File: config.mk
export PLATFORM = sky130hd
export DESIGN_NAME = ddr_lowpower_ctrl
export DESIGN_NICKNAME = d
export VERILOG_FILES = /design/src/common/lp_pkg.sv /design/src/common/lp_timer_if.sv /design/src/logic/ddr_lowpower_ctrl.sv /design/src/logic/lp_refresh_timer.sv
export SDC_FILE = /design/constraint.sdc
export NUM_CORES = 1
export LEC_CHECK = 0
export BUFFER_PORTS_ARGS = -buffer_cell sky130_fd_sc_hd__buf_2
export CAP_MARGIN = 30
export CORE_ASPECT_RATIO = 0.9
export CORE_MARGIN = 2
export CORE_UTILIZATION = 50
export DETAILED_ROUTE_END_ITERATION = 7
export GPL_TIMING_DRIVEN = 0
export PLACE_DENSITY = 0.74
export SLEW_MARGIN = 20
export SYNTH_ARGS = -nofsm -noshare
export SYNTH_HDL_FRONTEND = slang
export SYNTH_SLANG_ARGS = --single-unit
File: constraint.sdc
create_clock -name I_CLK -period 2.8 [get_ports I_CLK]
set_clock_uncertainty 0.15 [all_clocks]
set_input_delay 0.56 -clock I_CLK [delete_from_list [all_inputs] [get_ports I_CLK]]
set_output_delay 0.56 -clock I_CLK [all_outputs]
set_load 0.01 [all_outputs]
File: src/common/lp_pkg.sv
// package of the low-power / refresh sequencer: commands, states, timing.
// assumes a single user clock at 200 MHz and synchronous inputs.
`default_nettype none
package lp_pkg;
   // ==========================================================
   // clock and memory timing
   localparam int CLK_PERIOD_PS = 5000;
   localparam int T_RP_PS = 15000;     // precharge to next command, least time
   localparam int T_RFC_PS = 105000;   // refresh cycle, least time
   localparam int T_XP_PS = 7500;      // power-down exit, least time
   localparam int T_XSR_PS = 1000000;  // self-refresh exit, least time
   localparam int T_REFI_PS = 7800000; // refresh interval, longest time
   // least times round up, the interval rounds down
   localparam int T_RP_CYC = (T_RP_PS + CLK_PERIOD_PS - 1) / CLK_PERIOD_PS;
   localparam int T_RFC_CYC = (T_RFC_PS + CLK_PERIOD_PS - 1) / CLK_PERIOD_PS;
   localparam int T_XP_CYC = (T_XP_PS + CLK_PERIOD_PS - 1) / CLK_PERIOD_PS;
   localparam int T_XSR_CYC = (T_XSR_PS + CLK_PERIOD_PS - 1) / CLK_PERIOD_PS;
   localparam int T_REFI_CYC = T_REFI_PS / CLK_PERIOD_PS;
   localparam int WAIT_W = 8;
   localparam int REFI_W = 11;

   // ==========================================================
   // memory commands presented on the command port
   typedef enum logic [3:0] {
      CMD_NOP = 4'h0,
      CMD_READ = 4'h1,
      CMD_WRITE = 4'h2,
      CMD_READ_AP = 4'h3,
      CMD_WRITE_AP = 4'h4,
      CMD_PRECHARGE = 4'h5,
      CMD_REFRESH = 4'h6,
      CMD_PD_ENTER = 4'h7,
      CMD_PD_EXIT = 4'h8,
      CMD_SR_ENTER = 4'h9,
      CMD_SR_EXIT = 4'hA
   } mem_cmd_t;

   // ==========================================================
   // sequencer states, one-hot
   typedef enum logic [6:0] {
      ST_IDLE = 7'h01,
      ST_PRE = 7'h02,
      ST_REF = 7'h04,
      ST_PD = 7'h08,
      ST_PD_EXIT = 7'h10,
      ST_SR = 7'h20,
      ST_SR_EXIT = 7'h40
   } lp_state_t;

   localparam logic [WAIT_W-1:0] WAIT_RST = 8'h00;
   localparam logic [1:0] CLKDIV_RST = 2'h0;
endpackage : lp_pkg
`default_nettype wire

File: src/common/lp_timer_if.sv
// carrier between the sequencer and its refresh interval timer.
// assumes both ends sit on the same clock.
`default_nettype none
interface lp_timer_if;
   logic due;     // refresh interval elapsed, sticky
   logic restart; // refresh issued or self-refresh left
   modport ctrl (input due, output restart);
   modport timer (output due, input restart);
endinterface : lp_timer_if
`default_nettype wire

File: src/logic/ddr_lowpower_ctrl.sv
// sequencer for auto-precharge, power-down, self-refresh and refresh,
// plus the derived user and auxiliary clocks and the user reset.
// assumes user inputs synchronous to I_CLK, which runs at twice the
// memory interface rate and feeds the clock dividers.
`default_nettype none
module ddr_lowpower_ctrl
   import lp_pkg::*;
#(
   parameter bit AUTOPCH_EN = 1'b1,
   parameter bit POWERDN_EN = 1'b1,
   parameter bit SELF_RFSH_EN = 1'b1,
   parameter bit HALF_RATE = 1'b1,
   parameter int REFI_CYCLES = T_REFI_CYC
) (
   input wire logic I_CLK,
   input wire logic I_RESET,
   input wire logic I_READ_REQ,
   input wire logic I_WRITE_REQ,
   input wire logic I_AUTOPCH_REQ,
   input wire logic I_POWERDN_REQ,
   input wire logic I_SELF_RFSH_REQ,
   output logic O_READY,
   output lp_pkg::mem_cmd_t O_MEM_CMD,
   output logic O_MEM_CKE,
   output logic O_REFRESH_ACK,
   output logic O_POWERDN_ACK,
   output logic O_SELF_RFSH_ACK,
   output logic O_USER_RESET_N,
   output logic O_USER_CLK,
   output logic O_AUX_FULL_CLK,
   output logic O_AUX_HALF_CLK,
   output logic O_DLL_REF_CLK
);
   import lp_pkg::*;

   lp_timer_if tif ();

   lp_refresh_timer #(.INTERVAL(REFI_CYCLES)) u_timer (
      .i_clk(I_CLK),
      .i_reset(I_RESET),
      .tif(tif)
   );

   lp_state_t state_reg, state_next;
   mem_cmd_t cmd_reg, cmd_next;
   logic [WAIT_W-1:0] wait_reg, wait_next;
   logic row_open_reg, row_open_next;
   logic cke_reg, cke_next;
   logic ready_reg;
   logic rf_ack_reg;
   logic pd_ack_reg, pd_ack_next;
   logic sr_ack_reg, sr_ack_next;
   logic [1:0] rst_sync_reg;
   logic [1:0] div_reg;
   logic user_clk_reg, full_clk_reg, half_clk_reg, dll_clk_reg;

   // ==========================================================
   // request decode
   wire logic pd_req = POWERDN_EN && I_POWERDN_REQ;
   wire logic sr_req = SELF_RFSH_EN && I_SELF_RFSH_REQ;
   wire logic use_ap = AUTOPCH_EN && I_AUTOPCH_REQ;
   wire logic take_rd = ready_reg && I_READ_REQ;
   wire logic take_wr = ready_reg && I_WRITE_REQ && !I_READ_REQ;
   wire logic wait_done = (wait_reg == WAIT_RST);
   wire logic need_pre = row_open_reg;
   wire logic [WAIT_W-1:0] wait_rp = WAIT_W'(T_RP_CYC - 1);
   wire logic [WAIT_W-1:0] wait_rfc = WAIT_W'(T_RFC_CYC - 1);
   wire logic [WAIT_W-1:0] wait_xp = WAIT_W'(T_XP_CYC - 1);
   wire logic [WAIT_W-1:0] wait_xsr = WAIT_W'(T_XSR_CYC - 1);
   wire logic [WAIT_W-1:0] wait_dec = wait_done ? WAIT_RST : wait_reg - WAIT_W'(1);
   wire logic ready_next = (state_next == ST_IDLE) && (cmd_next == CMD_NOP);

   // ==========================================================
   // sequencer: an accepted access goes first, then refresh, then
   // self-refresh, then power-down; every wait ends before new work
   always_comb begin
      state_next = state_reg;
      cmd_next = CMD_NOP;
      wait_next = wait_dec;
      row_open_next = row_open_reg;
      cke_next = cke_reg;
      unique case (state_reg)
         ST_IDLE: begin
            if (take_rd || take_wr) begin
               // auto-precharge variant closes the row in the memory
               cmd_next = take_rd ? (use_ap ? CMD_READ_AP : CMD_READ)
                                  : (use_ap ? CMD_WRITE_AP : CMD_WRITE);
               row_open_next = !use_ap;
            end else if (tif.due || sr_req || pd_req) begin
               if (need_pre) begin
                  cmd_next = CMD_PRECHARGE;
                  state_next = ST_PRE;
                  wait_next = wait_rp;
                  row_open_next = 1'b0;
               end else if (tif.due) begin
                  cmd_next = CMD_REFRESH;
                  state_next = ST_REF;
                  wait_next = wait_rfc;
               end else if (sr_req) begin
                  cmd_next = CMD_SR_ENTER;
                  state_next = ST_SR;
                  cke_next = 1'b0;
               end else begin
                  cmd_next = CMD_PD_ENTER;
                  state_next = ST_PD;
                  cke_next = 1'b0;
               end
            end
         end
         ST_PRE: begin
            if (wait_done) begin
               state_next = ST_IDLE;
            end
         end
         ST_REF: begin
            if (wait_done) begin
               state_next = ST_IDLE;
            end
         end
         ST_PD: begin
            // leave for a due refresh or when the user lets go
            if (tif.due || !pd_req) begin
               cmd_next = CMD_PD_EXIT;
               state_next = ST_PD_EXIT;
               wait_next = wait_xp;
               cke_next = 1'b1;
            end
         end
         ST_PD_EXIT: begin
            if (wait_done) begin
               state_next = ST_IDLE;
            end
         end
         ST_SR: begin
            // memory refreshes itself; only the user ends this
            if (!sr_req) begin
               cmd_next = CMD_SR_EXIT;
               state_next = ST_SR_EXIT;
               wait_next = wait_xsr;
               cke_next = 1'b1;
            end
         end
         ST_SR_EXIT: begin
            if (wait_done) begin
               state_next = ST_IDLE;
            end
         end
         default: begin
            state_next = ST_IDLE;
         end
      endcase
   end

   // refresh window restarts on each refresh and after self-refresh
   assign tif.restart = (cmd_reg == CMD_REFRESH) || (cmd_reg == CMD_SR_EXIT);

   // ==========================================================
   // acknowledges: set on entry, cleared only once back in idle
   // with cke high, so the memory is already out of the low-power state
   assign pd_ack_next = (cmd_next == CMD_PD_ENTER) ? 1'b1 :
                        (state_reg == ST_IDLE && !pd_req) ? 1'b0 : pd_ack_reg;
   assign sr_ack_next = (cmd_next == CMD_SR_ENTER) ? 1'b1 :
                        (state_reg == ST_IDLE && !sr_req) ? 1'b0 : sr_ack_reg;

   // ==========================================================
   // sequencer registers
   always_ff @(posedge I_CLK) begin
      if (I_RESET) begin
         state_reg <= ST_IDLE;
         cmd_reg <= CMD_NOP;
         wait_reg <= WAIT_RST;
         row_open_reg <= 1'b0;
         cke_reg <= 1'b1;
         ready_reg <= 1'b0;
         rf_ack_reg <= 1'b0;
         pd_ack_reg <= 1'b0;
         sr_ack_reg <= 1'b0;
      end else begin
         state_reg <= state_next;
         cmd_reg <= cmd_next;
         wait_reg <= wait_next;
         row_open_reg <= row_open_next;
         cke_reg <= cke_next;
         ready_reg <= ready_next;
         rf_ack_reg <= (cmd_next == CMD_REFRESH);
         pd_ack_reg <= pd_ack_next;
         sr_ack_reg <= sr_ack_next;
      end
   end

   // ==========================================================
   // user reset: low from the reset edge, released two edges later
   // so every user flop sees a clean synchronous release
   always_ff @(posedge I_CLK) begin
      if (I_RESET) begin
         rst_sync_reg <= 2'h0;
      end else begin
         rst_sync_reg <= {rst_sync_reg[0], 1'b1};
      end
   end

   // ==========================================================
   // clock dividers; a flop-only design cannot multiply, so the
   // source clock is the double of the memory rate
   always_ff @(posedge I_CLK) begin
      if (I_RESET) begin
         div_reg <= CLKDIV_RST;
         user_clk_reg <= 1'b0;
         full_clk_reg <= 1'b0;
         half_clk_reg <= 1'b0;
         dll_clk_reg <= 1'b0;
      end else begin
         div_reg <= div_reg + 2'h1;
         full_clk_reg <= ~div_reg[0];
         half_clk_reg <= ~div_reg[1];
         dll_clk_reg <= ~div_reg[0];
         user_clk_reg <= HALF_RATE ? ~div_reg[1] : ~div_reg[0];
      end
   end

   assign O_READY = ready_reg;
   assign O_MEM_CMD = cmd_reg;
   assign O_MEM_CKE = cke_reg;
   assign O_REFRESH_ACK = rf_ack_reg;
   assign O_POWERDN_ACK = pd_ack_reg;
   assign O_SELF_RFSH_ACK = sr_ack_reg;
   assign O_USER_RESET_N = rst_sync_reg[1];
   assign O_USER_CLK = user_clk_reg;
   assign O_AUX_FULL_CLK = full_clk_reg;
   assign O_AUX_HALF_CLK = half_clk_reg;
   assign O_DLL_REF_CLK = dll_clk_reg;
endmodule : ddr_lowpower_ctrl
`default_nettype wire

File: src/logic/lp_refresh_timer.sv
// refresh interval timer: raises a sticky due flag every interval.
// assumes restart is a one-cycle pulse from the sequencer.
`default_nettype none
module lp_refresh_timer
   import lp_pkg::*;
#(
   parameter int INTERVAL = T_REFI_CYC
) (
   input wire logic i_clk,
   input wire logic i_reset,
   lp_timer_if.timer tif
);
   logic [REFI_W-1:0] count_reg;
   logic due_reg;
   wire logic count_end = (count_reg == REFI_W'(INTERVAL - 1));

   // ==========================================================
   // interval count; restart realigns the window to the last refresh
   always_ff @(posedge i_clk) begin
      if (i_reset || tif.restart || count_end) begin
         count_reg <= '0;
      end else begin
         count_reg <= count_reg + REFI_W'(1);
      end
   end

   // set wins over restart so an elapsed interval is never dropped
   always_ff @(posedge i_clk) begin
      if (i_reset) begin
         due_reg <= 1'b0;
      end else if (count_end) begin
         due_reg <= 1'b1;
      end else if (tif.restart) begin
         due_reg <= 1'b0;
      end
   end

   assign tif.due = due_reg;
endmodule : lp_refresh_timer
`default_nettype wire

* Word-level counts from Yosys, hierarchy flattened
Index checks and enable logic that the tools add are counted. W data, S select, Z words.
Storage, ports and cells: bits in registers 43, input port bits 7
Operators by class: add/sub/neg operators 3, equal/unequal tests 20, muxes and demuxes 44, bitwise operators 2, reduce and logical (&&, ||, !) cells 27
Operator list (number):
- $mux W8 | 7
- $mux W7 | 5
- $mux W4 | 7
- $pmux W7 S4 | 1
- $pmux W8 S3 | 1
- $mux W6 | 3
- $mux W1 | 15
- $eq A7 B1 Y1 const B | 2
- $eq A4 B3 Y1 const B | 3
- $ne A2 B2 Y1 const B | 6
- $pmux W4 S3 | 1
- $add A11 B1 Y11 const B | 1
- $eq A11 B11 Y1 const B | 1
- $eq A4 B4 Y1 const B | 2
- $logic_not A8 Y1 | 1
- $reduce_bool A2 Y1 | 4
- $sub A8 B1 Y8 const B | 1
- $eq A7 B2 Y1 const B | 1
- $eq A7 B3 Y1 const B | 1
- $eq A7 B4 Y1 const B | 1
- $eq A7 B5 Y1 const B | 1
- $eq A7 B6 Y1 const B | 1
- $eq A7 B7 Y1 const B | 1
- $logic_or A1 B1 Y1 | 7
- 12 further kinds | 22

* Logic depth before layout (Yosys ltp)
Gate-level depths: netlist (run 1).
depth in word-level cells 8, gate-level depth with buffers 8, depth with buffers taken out 7

* By module
A second synthesis (run 1) with hierarchy kept.
Unflattened totals: cells, all modules 247, area total of the unflattened synthesis 2187.1 um^2
By module, submodules not included:
- ddr_lowpower_ctrl | instances 1, cells an instance 190, area an instance 1669.1 um^2, seq. area each 600.6 um^2
- lp_refresh_timer | instances 1, cells an instance 57, area an instance 518.0 um^2, seq. area each 240.2 um^2

* Worst setup path after synthesis (run 1)
Ideal clock, no wire load.
kind input -> register, start point input I_READ_REQ, end point register ready_reg, in the netlist O_READY, library setup time 0.060 ns, arrival time 1.961 ns, data required time 2.590 ns, slack 0.630 ns, stages on the path 5, path buffers 0, cells stage by stage nand2_1 -> ha_1 -> or4b_2 -> a311oi_1 -> and3_1
On the way: longest elaborated chain between the ends 7, elaborated cells on any way between the ends 12, those cells by class 1 x eq/ne; 5 x mux; 6 x reduce/logical
Ends and longest elaborated chain:
- start, declared | line ddr_lowpower_ctrl.sv:17 | input wire logic I_READ_REQ,
- $logic_not A1 Y1 | line ddr_lowpower_ctrl.sv:63 | wire logic take_wr = ready_reg && I_WRITE_REQ && !I_READ_REQ;
- $logic_and A1 B1 Y1 | line ddr_lowpower_ctrl.sv:63
- $logic_or A1 B1 Y1 | line ddr_lowpower_ctrl.sv:84 | if (take_rd || take_wr) begin
- $mux W7 / $mux W4 (equally long branches) | line ddr_lowpower_ctrl.sv:84
- $pmux W7 S4 / $pmux W4 S3 (equally long branches) | line ddr_lowpower_ctrl.sv:82 | unique case (state_reg)
- $eq A7 B1 Y1 / $logic_not A4 Y1 (equally long branches) | line ddr_lowpower_ctrl.sv:71 | wire logic ready_next = (state_next == ST_IDLE) && (cmd_next == CMD_NOP);
- $logic_and A1 B1 Y1 (*) | line ddr_lowpower_ctrl.sv:71
- end signal, assigned | line ddr_lowpower_ctrl.sv:184 | ready_reg <= ready_next;
- end, declared | line ddr_lowpower_ctrl.sv:49 | logic ready_reg;
Mark *: on every way between the ends. The rest lies on a longest branch, timed or not. A chain may end at the register's enable or synchronous reset.

* Worst setup path in the final report (run 1)
start point register wait_reg[0], end point register ready_reg, in the netlist O_READY
On the way: longest elaborated chain between the ends 5
Ends and longest elaborated chain:
- start, declared | line ddr_lowpower_ctrl.sv:46 | logic [WAIT_W-1:0] wait_reg, wait_next;
- start signal, assigned | line ddr_lowpower_ctrl.sv:181 | wait_reg <= wait_next;
- $logic_not A8 Y1 | line ddr_lowpower_ctrl.sv:64 | wire logic wait_done = (wait_reg == WAIT_RST);
- $mux W7
- $pmux W7 S4 | line ddr_lowpower_ctrl.sv:82
- $eq A7 B1 Y1 | line ddr_lowpower_ctrl.sv:71
- $logic_and A1 B1 Y1 | line ddr_lowpower_ctrl.sv:71
No other way between the ends.

==> qor.txt, run 1 <==
Outcome: complete, no violations
Worst Setup SP: wait_reg[0]$_SDFF_PP0_
Max FFs per register: 11
Post-synthesis sequential area ratio: 0.414
# setup viols final: 0
Critical Path End Type: register
Initial Util: 0.533
FP Rows: 21
Largest net degree at the start of global routing: 15
Vias in the first global route: 1565
Die width: 71.2 um
Synth top area share: 0.414
Initial antenna violation count: 0
Commonest cells in the netlist: dfxtp_1, nor2_1, a21oi_1, nand2_1, nand3_1
ANT cells: 0
Remaining DRCs: 0
Remaining antenna violation count: 0
FF-to-FF setup slack: 0.49 ns
Area delta synth->final: 14.0%
Clock slew at reported path FFs: 0.09 ns
Yosys warnings: 0
Peak Freq: 433 MHz
Post CTS Setup Buffer Count: 0
VDD IR max: 0.442 mV
Mapped cell area: 2030 um^2
CP max FO: 7
Post-synth ARST share: 0
Final hold vios: 0
Worst setup SP type: register
# H-tree levels: 2
Syn Inst Count: 242
Average routed wire per standard cell: 14.0 um
Count of unique library cells instantiated by Yosys: 49
Crit-path max cell delay: 0.52 ns
Arr. time, crit path: 2.36 ns
Clock Latency Late Sink: 0.31 ns
Clk sinks: 42
Net count after synthesis: 253
CTS tree: yes
Full die area: 4590 um^2
Total Power: 2280 uW
Cells on worst reg2reg path: 8
#FFs+latches synth: 42
Via count: 1788
Min-delay worst type: reg -> reg
Drt first pass iters: 5
CP Data Required Time: 2.85 ns
Most frequent cell after synthesis: dfxtp_1
CTS Buffer Depth: 2
Crit share post-route: 0.826
Fin Hold WS: 0.285 ns
Max-slew headroom: 0.438
# Max-Cap Violations: 0
Layout cell share with drive strength beyond 1: 0.134
Mean Syn Cell Area: 8.40 um^2
First-pass GRT wire length: 7.36 mm
Pleak: 0.000921 uW
Root buffer cell: clkbuf_8
Post-CTS Hold Buffers: 0
Port Buffers: 18
EDFF count, synth: 0
Final setup TNS: 0 ns
# IOs: 21
Placed Area: 2180 um^2
RSZ-0062 raised after global routing: no
Pwr dens: 983 nW/um^2
Die height: 64.5 um
Via density: 5.69
Hold wc startpoint: div_reg[1]$_SDFF_PP0_
Fin area: 2320 um^2
CP Class: reg -> reg
HPWL Detailed: 3.25 mm
Synth Flop Type: dfxtp_1
Reg2Reg Launch Point: wait_reg[0]$_SDFF_PP0_
Tot GR Track Use: 0.204
GRT overflow: 0
Minimum clock period after layout: 2.31 ns
TritonCTS Buffers: 5
FF-to-FF End: O_READY$_SDFF_PP0_
Cell Chain, Critical Path: inv_1, ha_1, nor3b_1, and2_1, clkbuf_1, nor3_1, o22ai_1, and3_1
Slowest CP cell: nor3_1
Detailed Route Iter0 Violations: 108
Top cells by area, synth: dfxtp_1, nor2_1, xnor2_1
Floorplan core area: 3810 um^2
Post-layout util: 0.608
Dominant cell type by area after synthesis: dfxtp_1
Worst-Margin Slew: 0.842 ns
Final wirelength: 4.40 mm
Worst setup endpoint: O_READY$_SDFF_PP0_
GPL Wtd Cong: 0.931
Final nets: 278
Resized cells post-CTS: 0
Slew Viols, Final: 0
per-stage QoR:
stage / worst slack, ns / cells
final: 0.488 / 314
after CTS: 0.484 / 314
after floorplan: 0.630 / 242
after detailed placement: 0.417 / 306
after global placement: 0.411 / 306
after global routing: 0.319 / 314
worst max-delay path, delay by kind of cell (launching register included):
kind / cells / cell delay (ns)
and+or+nand+nor: 4 / 1.04
DFF: 1 / 0.38
buffers and inverters: 2 / 0.26
AOI/OAI and AO/OA: 1 / 0.21
adders and majority gates: 1 / 0.19
cells by family after synthesis:
| kind of cell | synth area share |
|---|---|
| DFF | 0.414 |
| adders and majority gates | 0.0246 |
| xor gates and xnor gates | 0.0690 |
| buffers and inverters | 0.0345 |
| AOI/OAI and AO/OA | 0.169 |
| and+or+nand+nor | 0.289 |
how the worst min path moves through the flow:
stage / endpoint / depth (start not counted)
after floorplan: O_AUX_HALF_CLK$_SDFF_PP0_ / 1
after global placement: O_AUX_HALF_CLK$_SDFF_PP0_ / 1
after detailed placement: O_AUX_HALF_CLK$_SDFF_PP0_ / 1
after CTS: O_AUX_HALF_CLK$_SDFF_PP0_ / 1
after global routing: O_AUX_HALF_CLK$_SDFF_PP0_ / 1
final: O_AUX_HALF_CLK$_SDFF_PP0_ / 1
layout by cell type (no fill, tap or decap), types with 3 or more instances in the layout:
cell,netlist,routed
nor2_1,34,34
clkbuf_8,0,5
nand4_1,3,3
o21ai_1,3,3
nand3_1,11,11
nor4b_1,3,3
o31ai_1,4,4
o21ai_0,5,5
a21boi_0,3,3
nor3_1,9,9
nor4_1,3,3
clkbuf_1,6,6
buf_2,2,20
xnor2_1,9,9
o22ai_1,3,3
and3_1,3,3
inv_1,6,6
xor2_1,7,7
nand2b_1,6,6
nand2_1,15,15
a21oi_1,15,15
nor2b_1,6,6
dfxtp_1,42,42
ha_1,4,4
a211oi_1,3,3
or3_1,4,4
nor3b_1,4,4
layer usage:
layer | track usage | wire length, um
met1 | 0.301 | 2210
met4 | 0.0920 | 87
met2 | 0.286 | 1810
met3 | 0.0420 | 296
met5 | 0 | 0
layout make-up:
class	count	area (um^2)
fill	327	1490
multi-input combinational	184	1120
sequential	42	841
timing repair buffer	18	90.1
clock buffer	5	68.8
clock inverter	3	68.8
tap	46	57.6
buffer	10	47.5
inverter	6	22.5
report_power, final:
group	switching (uW)	internal, uW	leakage [uW]	total [uW]
Clock	219	357	0.0000683	576
Combinational	523	377	0.000508	900
Sequential	89.4	713	0.000344	802
Power figures use the tool's default switching activity.
==> inputs of run 2 (changes only) <==
--- a/config.mk
+++ b/config.mk
@@ -12,7 +12,7 @@
 export CORE_UTILIZATION = 50
 export DETAILED_ROUTE_END_ITERATION = 7
 export GPL_TIMING_DRIVEN = 0
-export PLACE_DENSITY = 0.74
+export PLACE_DENSITY = 0.77
 export SLEW_MARGIN = 20
 export SYNTH_ARGS = -nofsm -noshare
 export SYNTH_HDL_FRONTEND = slang
==> constraint.sdc (replaced) <==
create_clock -name I_CLK -period 2.1 [get_ports I_CLK]
set_clock_uncertainty 0.15 [all_clocks]
set_input_delay 0.42 -clock I_CLK [delete_from_list [all_inputs] [get_ports I_CLK]]
set_output_delay 0.42 -clock I_CLK [all_outputs]
set_load 0.01 [all_outputs]
==> run 2 against run 1 <==
Core utilization is 1.7 points higher. Critical path depth shrank 2. Non-clock buffer count is 1 higher. Hold slack gained 0.0081 ns. Routed wire length is 8.3% higher. Via count is 4.6% higher. Global-route usage rose by 1.4 points. Combinational power increased by 47%. Largest cell class unchanged. Highest routed layer unchanged.
==> qor.txt, run 2 (same netlist as run 1, synthesis figures left out) <==
Outcome: complete, no violations
Initial antenna violation count: 0 (unchanged)
Most common cell after layout, fill and taps aside: dfxtp_1
Remaining DRCs: 0 (unchanged)
Non-filler cells, final: 315 (+0.32%)
Remaining antenna violation count: 0 (unchanged)
Max-slew headroom: 0.644 (+0.206)
Peak Freq: 488 MHz (+13%)
Post-layout util: 0.625 (+0.0167)
Slew Viols, Final: 0 (unchanged)
ANT cells: 0 (unchanged)
CTS tree: yes
Placed cells: 306 (unchanged)
Floorplan core area: 3810 um^2 (unchanged)
Fill count: 314 (-4.0%)
CP max FO: 9 (+2)
Average routed wire per standard cell: 15.1 um (+7.9%)
Full die area: 4590 um^2 (unchanged)
# IOs: 21 (unchanged)
GRT overflow: 0 (unchanged)
Area delta synth->final: 17.2%
Reg area: 845 um^2 (+0.45%)
Via density: 5.94 (+4.3%)
CP Class: reg -> reg
Flop pwr share: 0.357 (+0.005)
Largest net degree at the start of global routing: 14 (-1)
CTS Buffer Depth: 2 (unchanged)
CP Data Required Time: 2.13 ns (-0.72 ns)
Root buffer cell: clkbuf_8
# setup viols final: 0 (unchanged)
GPL Wtd Cong: 0.916 (-1.6%)
Clock slew at reported path FFs: 0.08 ns (about the same)
Tot GR Track Use: 0.218 (+0.0137)
Combinational power share: 0.434 (+0.039)
Crit share post-route: 0.976 (+0.150)
FP Rows: 21 (unchanged)
Die width: 71.2 um (unchanged)
Clk pwr share: 0.209 (-0.044)
Die height: 64.5 um (unchanged)
Detailed Route Iter0 Violations: 159 (+47%)
Initial Util: 0.533 (unchanged)
Clk sinks: 42 (unchanged)
Area of the multi-input gates: 1190 um^2 (+6.5%)
TritonCTS Buffers: 5 (unchanged)
Via count: 1870 (+4.6%)
VDD IR max: 0.834 mV (+89%)
Final nets: 279 (+0.36%)
Layout cell share with drive strength beyond 1: 0.182 (+0.0478)
# Max-Cap Violations: 0 (unchanged)
Pwr dens: 1270 nW/um^2 (+30%)
Worst setup SP type: register
Pleak: 0.000935 uW (+1.5%)
Vias in the first global route: 1614 (+3.1%)
Drt first pass iters: 5 (unchanged)
Worst-Margin Slew: 0.534 ns (-0.307 ns)
Internal: 1850 uW (+28%)
Clock Latency Late Sink: 0.30 ns (about the same)
Min-delay worst type: reg -> reg
Most frequent cells in the layout: dfxtp_1, nor2_1, buf_2
# H-tree levels: 2 (unchanged)
Net switching power figure: 1180 uW (+42%)
First-pass GRT wire length: 7.92 mm (+7.7%)
Post-CTS Hold Buffers: 0 (unchanged)
Minimum clock period after layout: 2.05 ns (-0.263 ns)
Switching Fraction: 0.389 (+0.0240)
Fin Hold WS: 0.294 ns (+0.00807 ns)
Port Buffers: 18 (unchanged)
HPWL Detailed: 3.34 mm (+2.6%)
Max FFs per register: 11 (unchanged)
Final wirelength: 4.77 mm (+8.3%)
Final hold vios: 0 (unchanged)
Critical Path End Type: register
Arr. time, crit path: 2.08 ns (-0.28 ns)
==> run 2: cell count changes in the layout (fill, tap and decap cells not counted), moves of 2 or more <==
cell | previous run | this run
nor3b_1 | 4 | 2
dfxtp_1 | 42 | 39
nor3b_2 | 0 | 2
dfxtp_2 | 0 | 3
nor4_1 | 3 | 1
==> run 2: through the flow <==
step	power, uW	area (um^2)	setup slack (ns)	setup TNS (ns)
floorplan	1980	2030	0.0696	0
global placement	2260	2180	-0.204	-0.631
detailed placement	2270	2180	-0.175	-0.718
CTS	2930	2320	-0.0475	-0.0475
global route	3230	2380	-0.00251	-0.00251
finish	3030	2380	0.0509	0
==> run 2: cell type report <==
class                   instances  area share
repair buffers                 19      0.0410
inverters                       6     0.00946
clock inverters                 2      0.0158
plain buffers                  10      0.0231
clock buffers                   6      0.0305
multi-input cells             184       0.501
flip-flops and latches         42       0.355
well taps                      46      0.0242
==> run 2: worst paths after layout <==
check	start	end	slack, ns	cells after the start
hold reg to reg	div_reg[1]$_SDFF_PP0_	O_AUX_HALF_CLK$_SDFF_PP0_	0.29	1
setup reg to reg	state_reg[2]$_SDFF_PP0_	O_READY$_SDFF_PP0_	0.05	6
hold / removal	div_reg[1]$_SDFF_PP0_	O_AUX_HALF_CLK$_SDFF_PP0_	0.29	1
setup / recovery	state_reg[2]$_SDFF_PP0_	O_READY$_SDFF_PP0_	0.05	6
==> run 2: timing repair <==
item / 4_1_cts / 5_1_grt
buffers inserted: 0 / 1
endpoints found under the setup margin: 8 / 14
gates resized for setup: 6 / 14
pin swaps: 1 / 5
==> run 2: power by group through the flow <==
stage	Clock, uW	Combinational [uW]	Sequential, uW
6_report	634	1320	1080
2_1_floorplan	0	890	1090
4_1_cts	637	1220	1080
5_1_grt	676	1460	1100
3_5_place_dp	0	1180	1090
3_3_place_gp	0	1180	1080
==> run 2: worst max-delay path, stage by stage, from the launching register on <==
cell      delay, ns
dfxtp_2        0.35
or4_1          0.54
buf_6          0.17
a211oi_2       0.28
or2_1          0.18
o22ai_1        0.08
and3_1         0.18
==> run 2: per-layer routing <==
layer / up-vias / share of wire / GRT usage
li1: 923 / - / -
met3: 13 / 0.066 / 0.0373
met2: 83 / 0.43 / 0.318
met4: 0 / 0.020 / 0.0802
met1: 851 / 0.49 / 0.322
met5: - / 0 / 0
==> inputs of run 3 (changes only) <==
--- a/config.mk
+++ b/config.mk
@@ -6,13 +6,12 @@
 export NUM_CORES = 1
 export LEC_CHECK = 0
 export BUFFER_PORTS_ARGS = -buffer_cell sky130_fd_sc_hd__buf_2
-export CAP_MARGIN = 30
 export CORE_ASPECT_RATIO = 0.9
 export CORE_MARGIN = 2
 export CORE_UTILIZATION = 50
 export DETAILED_ROUTE_END_ITERATION = 7
 export GPL_TIMING_DRIVEN = 0
-export PLACE_DENSITY = 0.77
+export PLACE_DENSITY = 0.75
 export SLEW_MARGIN = 20
 export SYNTH_ARGS = -nofsm -noshare
 export SYNTH_HDL_FRONTEND = slang
==> run 3 against run 2 <==
Cell count shrank 0.32%. Maximum frequency shrank 1.1%. Critical path depth shrank 1. Hold slack gained 0.0040 ns. Flip-flop and latch count is the same. Global-route usage shrank 0.77 points.
==> qor.txt, run 3 (same netlist as run 1, synthesis figures left out) <==
Final wirelength: 4.54 mm (-4.8%)
Initial Util: 0.533 (unchanged)
Internal: 1760 uW (-5.3%)
Net switching power figure: 1160 uW (-1.7%)
CP Data Required Time: 2.17 ns (+0.04 ns)
CTS Buffer Depth: 2 (unchanged)
Tot GR Track Use: 0.210 (-0.00773)
Crit-path max cell delay: 0.55 ns (about the same)
Clock Latency Late Sink: 0.30 ns (about the same)
Area delta synth->final: 16.1%
# setup viols final: 0 (unchanged)
Average routed wire per standard cell: 14.4 um (-4.5%)
Remaining DRCs: 0 (unchanged)
Vias in the first global route: 1681 (+4.2%)
Largest net degree at the start of global routing: 14 (unchanged)
# Max-Cap Violations: 0 (unchanged)
Fill count: 326 (+3.8%)
Initial antenna violation count: 0 (unchanged)
Root buffer cell: clkbuf_8
Remaining antenna violation count: 0 (unchanged)
Die width: 71.2 um (unchanged)
Flop pwr share: 0.370 (+0.013)
Post-place setup slack: -0.170 ns (+0.00515 ns)
Min-delay worst type: reg -> reg
Slowest CP cell: or4_1
Clk pwr share: 0.186 (-0.023)
Detailed Route Iter0 Violations: 98 (-38%)
Final nets: 278 (-0.36%)
ANT cells: 0 (unchanged)
Fin Hold WS: 0.297 ns (+0.00395 ns)
Floorplan core area: 3810 um^2 (unchanged)
Peak Freq: 483 MHz (-1.1%)
Final hold vios: 0 (unchanged)
Worst setup SP type: register
Clock slew at reported path FFs: 0.08 ns (about the same)
Final worst-path setup slack: 0.0287 ns (-0.0222 ns)
GPL Wtd Cong: 0.916 (about the same)
Reg area: 846 um^2 (+0.15%)
CP max FO: 9 (unchanged)
FP Rows: 21 (unchanged)
# IOs: 21 (unchanged)
CTS tree: yes
Clk sinks: 42 (unchanged)
Area of the multi-input gates: 1190 um^2 (-0.42%)
Drt first pass iters: 4 (-1)
CP Class: reg -> reg
First-pass GRT wire length: 7.69 mm (-3.0%)
Total Power: 2920 uW (-3.9%)
Combinational power share: 0.445 (+0.011)
Minimum clock period after layout: 2.07 ns (+0.0222 ns)
Via density: 5.80 (-2.3%)
Via count: 1821 (-2.6%)
Pleak: 0.000925 uW (-1.0%)
Final setup TNS: 0 ns (unchanged)
# H-tree levels: 2 (unchanged)
Slew Viols, Final: 0 (unchanged)
Layout cell share with drive strength beyond 1: 0.190 (+0.00814)
Arr. time, crit path: 2.14 ns (+0.06 ns)
Cell Chain, Critical Path: or4_1, buf_6, nor4_2, a21oi_1, nor3b_1
Die height: 64.5 um (unchanged)
VDD IR max: 0.556 mV (-33%)
Critical Path End Type: register
RSZ-0062 raised after global routing: yes
Max-slew headroom: 0.652 (+0.00781)
Most common cell after layout, fill and taps aside: dfxtp_1
Most frequent cells in the layout: dfxtp_1, nor2_1, buf_2
Outcome: complete, no violations
TritonCTS Buffers: 5 (unchanged)
Max FFs per register: 11 (unchanged)
GRT overflow: 0 (unchanged)
Full die area: 4590 um^2 (unchanged)
Crit share post-route: 0.986 (+0.0106)
HPWL Detailed: 3.25 mm (-2.5%)
Switching Fraction: 0.398 (+0.00882)
Port Buffers: 18 (unchanged)
Post-CTS Hold Buffers: 0 (unchanged)
Pwr dens: 1240 nW/um^2 (-3.0%)
Worst-Margin Slew: 0.518 ns (-0.0160 ns)
run 3: final timing paths:
path | end | cells after the start | from | slack [ns]
worst max-delay path | O_REFRESH_ACK$_SDFF_PP0_ | 5 | state_reg[2]$_SDFF_PP0_ | 0.03
worst min-delay path | O_AUX_HALF_CLK$_SDFF_PP0_ | 1 | div_reg[1]$_SDFF_PP0_ | 0.30
worst max register to register | O_REFRESH_ACK$_SDFF_PP0_ | 5 | state_reg[2]$_SDFF_PP0_ | 0.03
worst min register to register | O_AUX_HALF_CLK$_SDFF_PP0_ | 1 | div_reg[1]$_SDFF_PP0_ | 0.30
run 3: worst max-delay path, delay by kind of cell, from the launching register on:
kind                   cells  cell delay, ns
and+or+nand+nor            3            1.21
DFF                        1            0.35
buffers and inverters      1            0.17
AOI/OAI and AO/OA          1            0.13
run 3: repair_timing:
action,CTS,global route
endpoints found under the setup margin,10,13
buffers inserted,0,1
gates cloned,0,0
resized for setup,4,18
pin swaps,0,4
run 3: metal layers:
metal	vias up	track usage	wire, um
met2	57	0.313	1870
met5	-	0	0
met4	0	0.0684	54
met1	838	0.309	2400
li1	918	-	-
met3	8	0.0373	212
run 3: area by class of cell:
| cell class | count | share of cell area |
|---|---|---|
| Sequential cell | 42 | 0.359 |
| Buffer | 9 | 0.0218 |
| Clock inverter | 2 | 0.00531 |
| Timing Repair Buffer | 19 | 0.0414 |
| Inverter | 6 | 0.00955 |
| Multi-Input combinational cell | 184 | 0.504 |
| Clock buffer | 6 | 0.0350 |
| Tap cell | 46 | 0.0244 |
run 3: stage by stage:
| step | util | cells | cell area, um^2 |
|---|---|---|---|
| 2_1_floorplan | - | 242 | 2030 |
| 3_3_place_gp | 0.572 | 306 | 2180 |
| 3_5_place_dp | 0.572 | 306 | 2180 |
| 4_1_cts | 0.603 | 314 | 2300 |
| 5_1_grt | 0.619 | 314 | 2360 |
| 6_report | 0.619 | 314 | 2360 |
run 3: power groups by stage:
stage	Clock [uW]	Sequential [uW]	Combinational (uW)
6_report	542	1080	1300
5_1_grt	593	1100	1440
4_1_cts	555	1070	1210
3_5_place_dp	0	1090	1180
3_3_place_gp	0	1080	1180
2_1_floorplan	0	1090	890
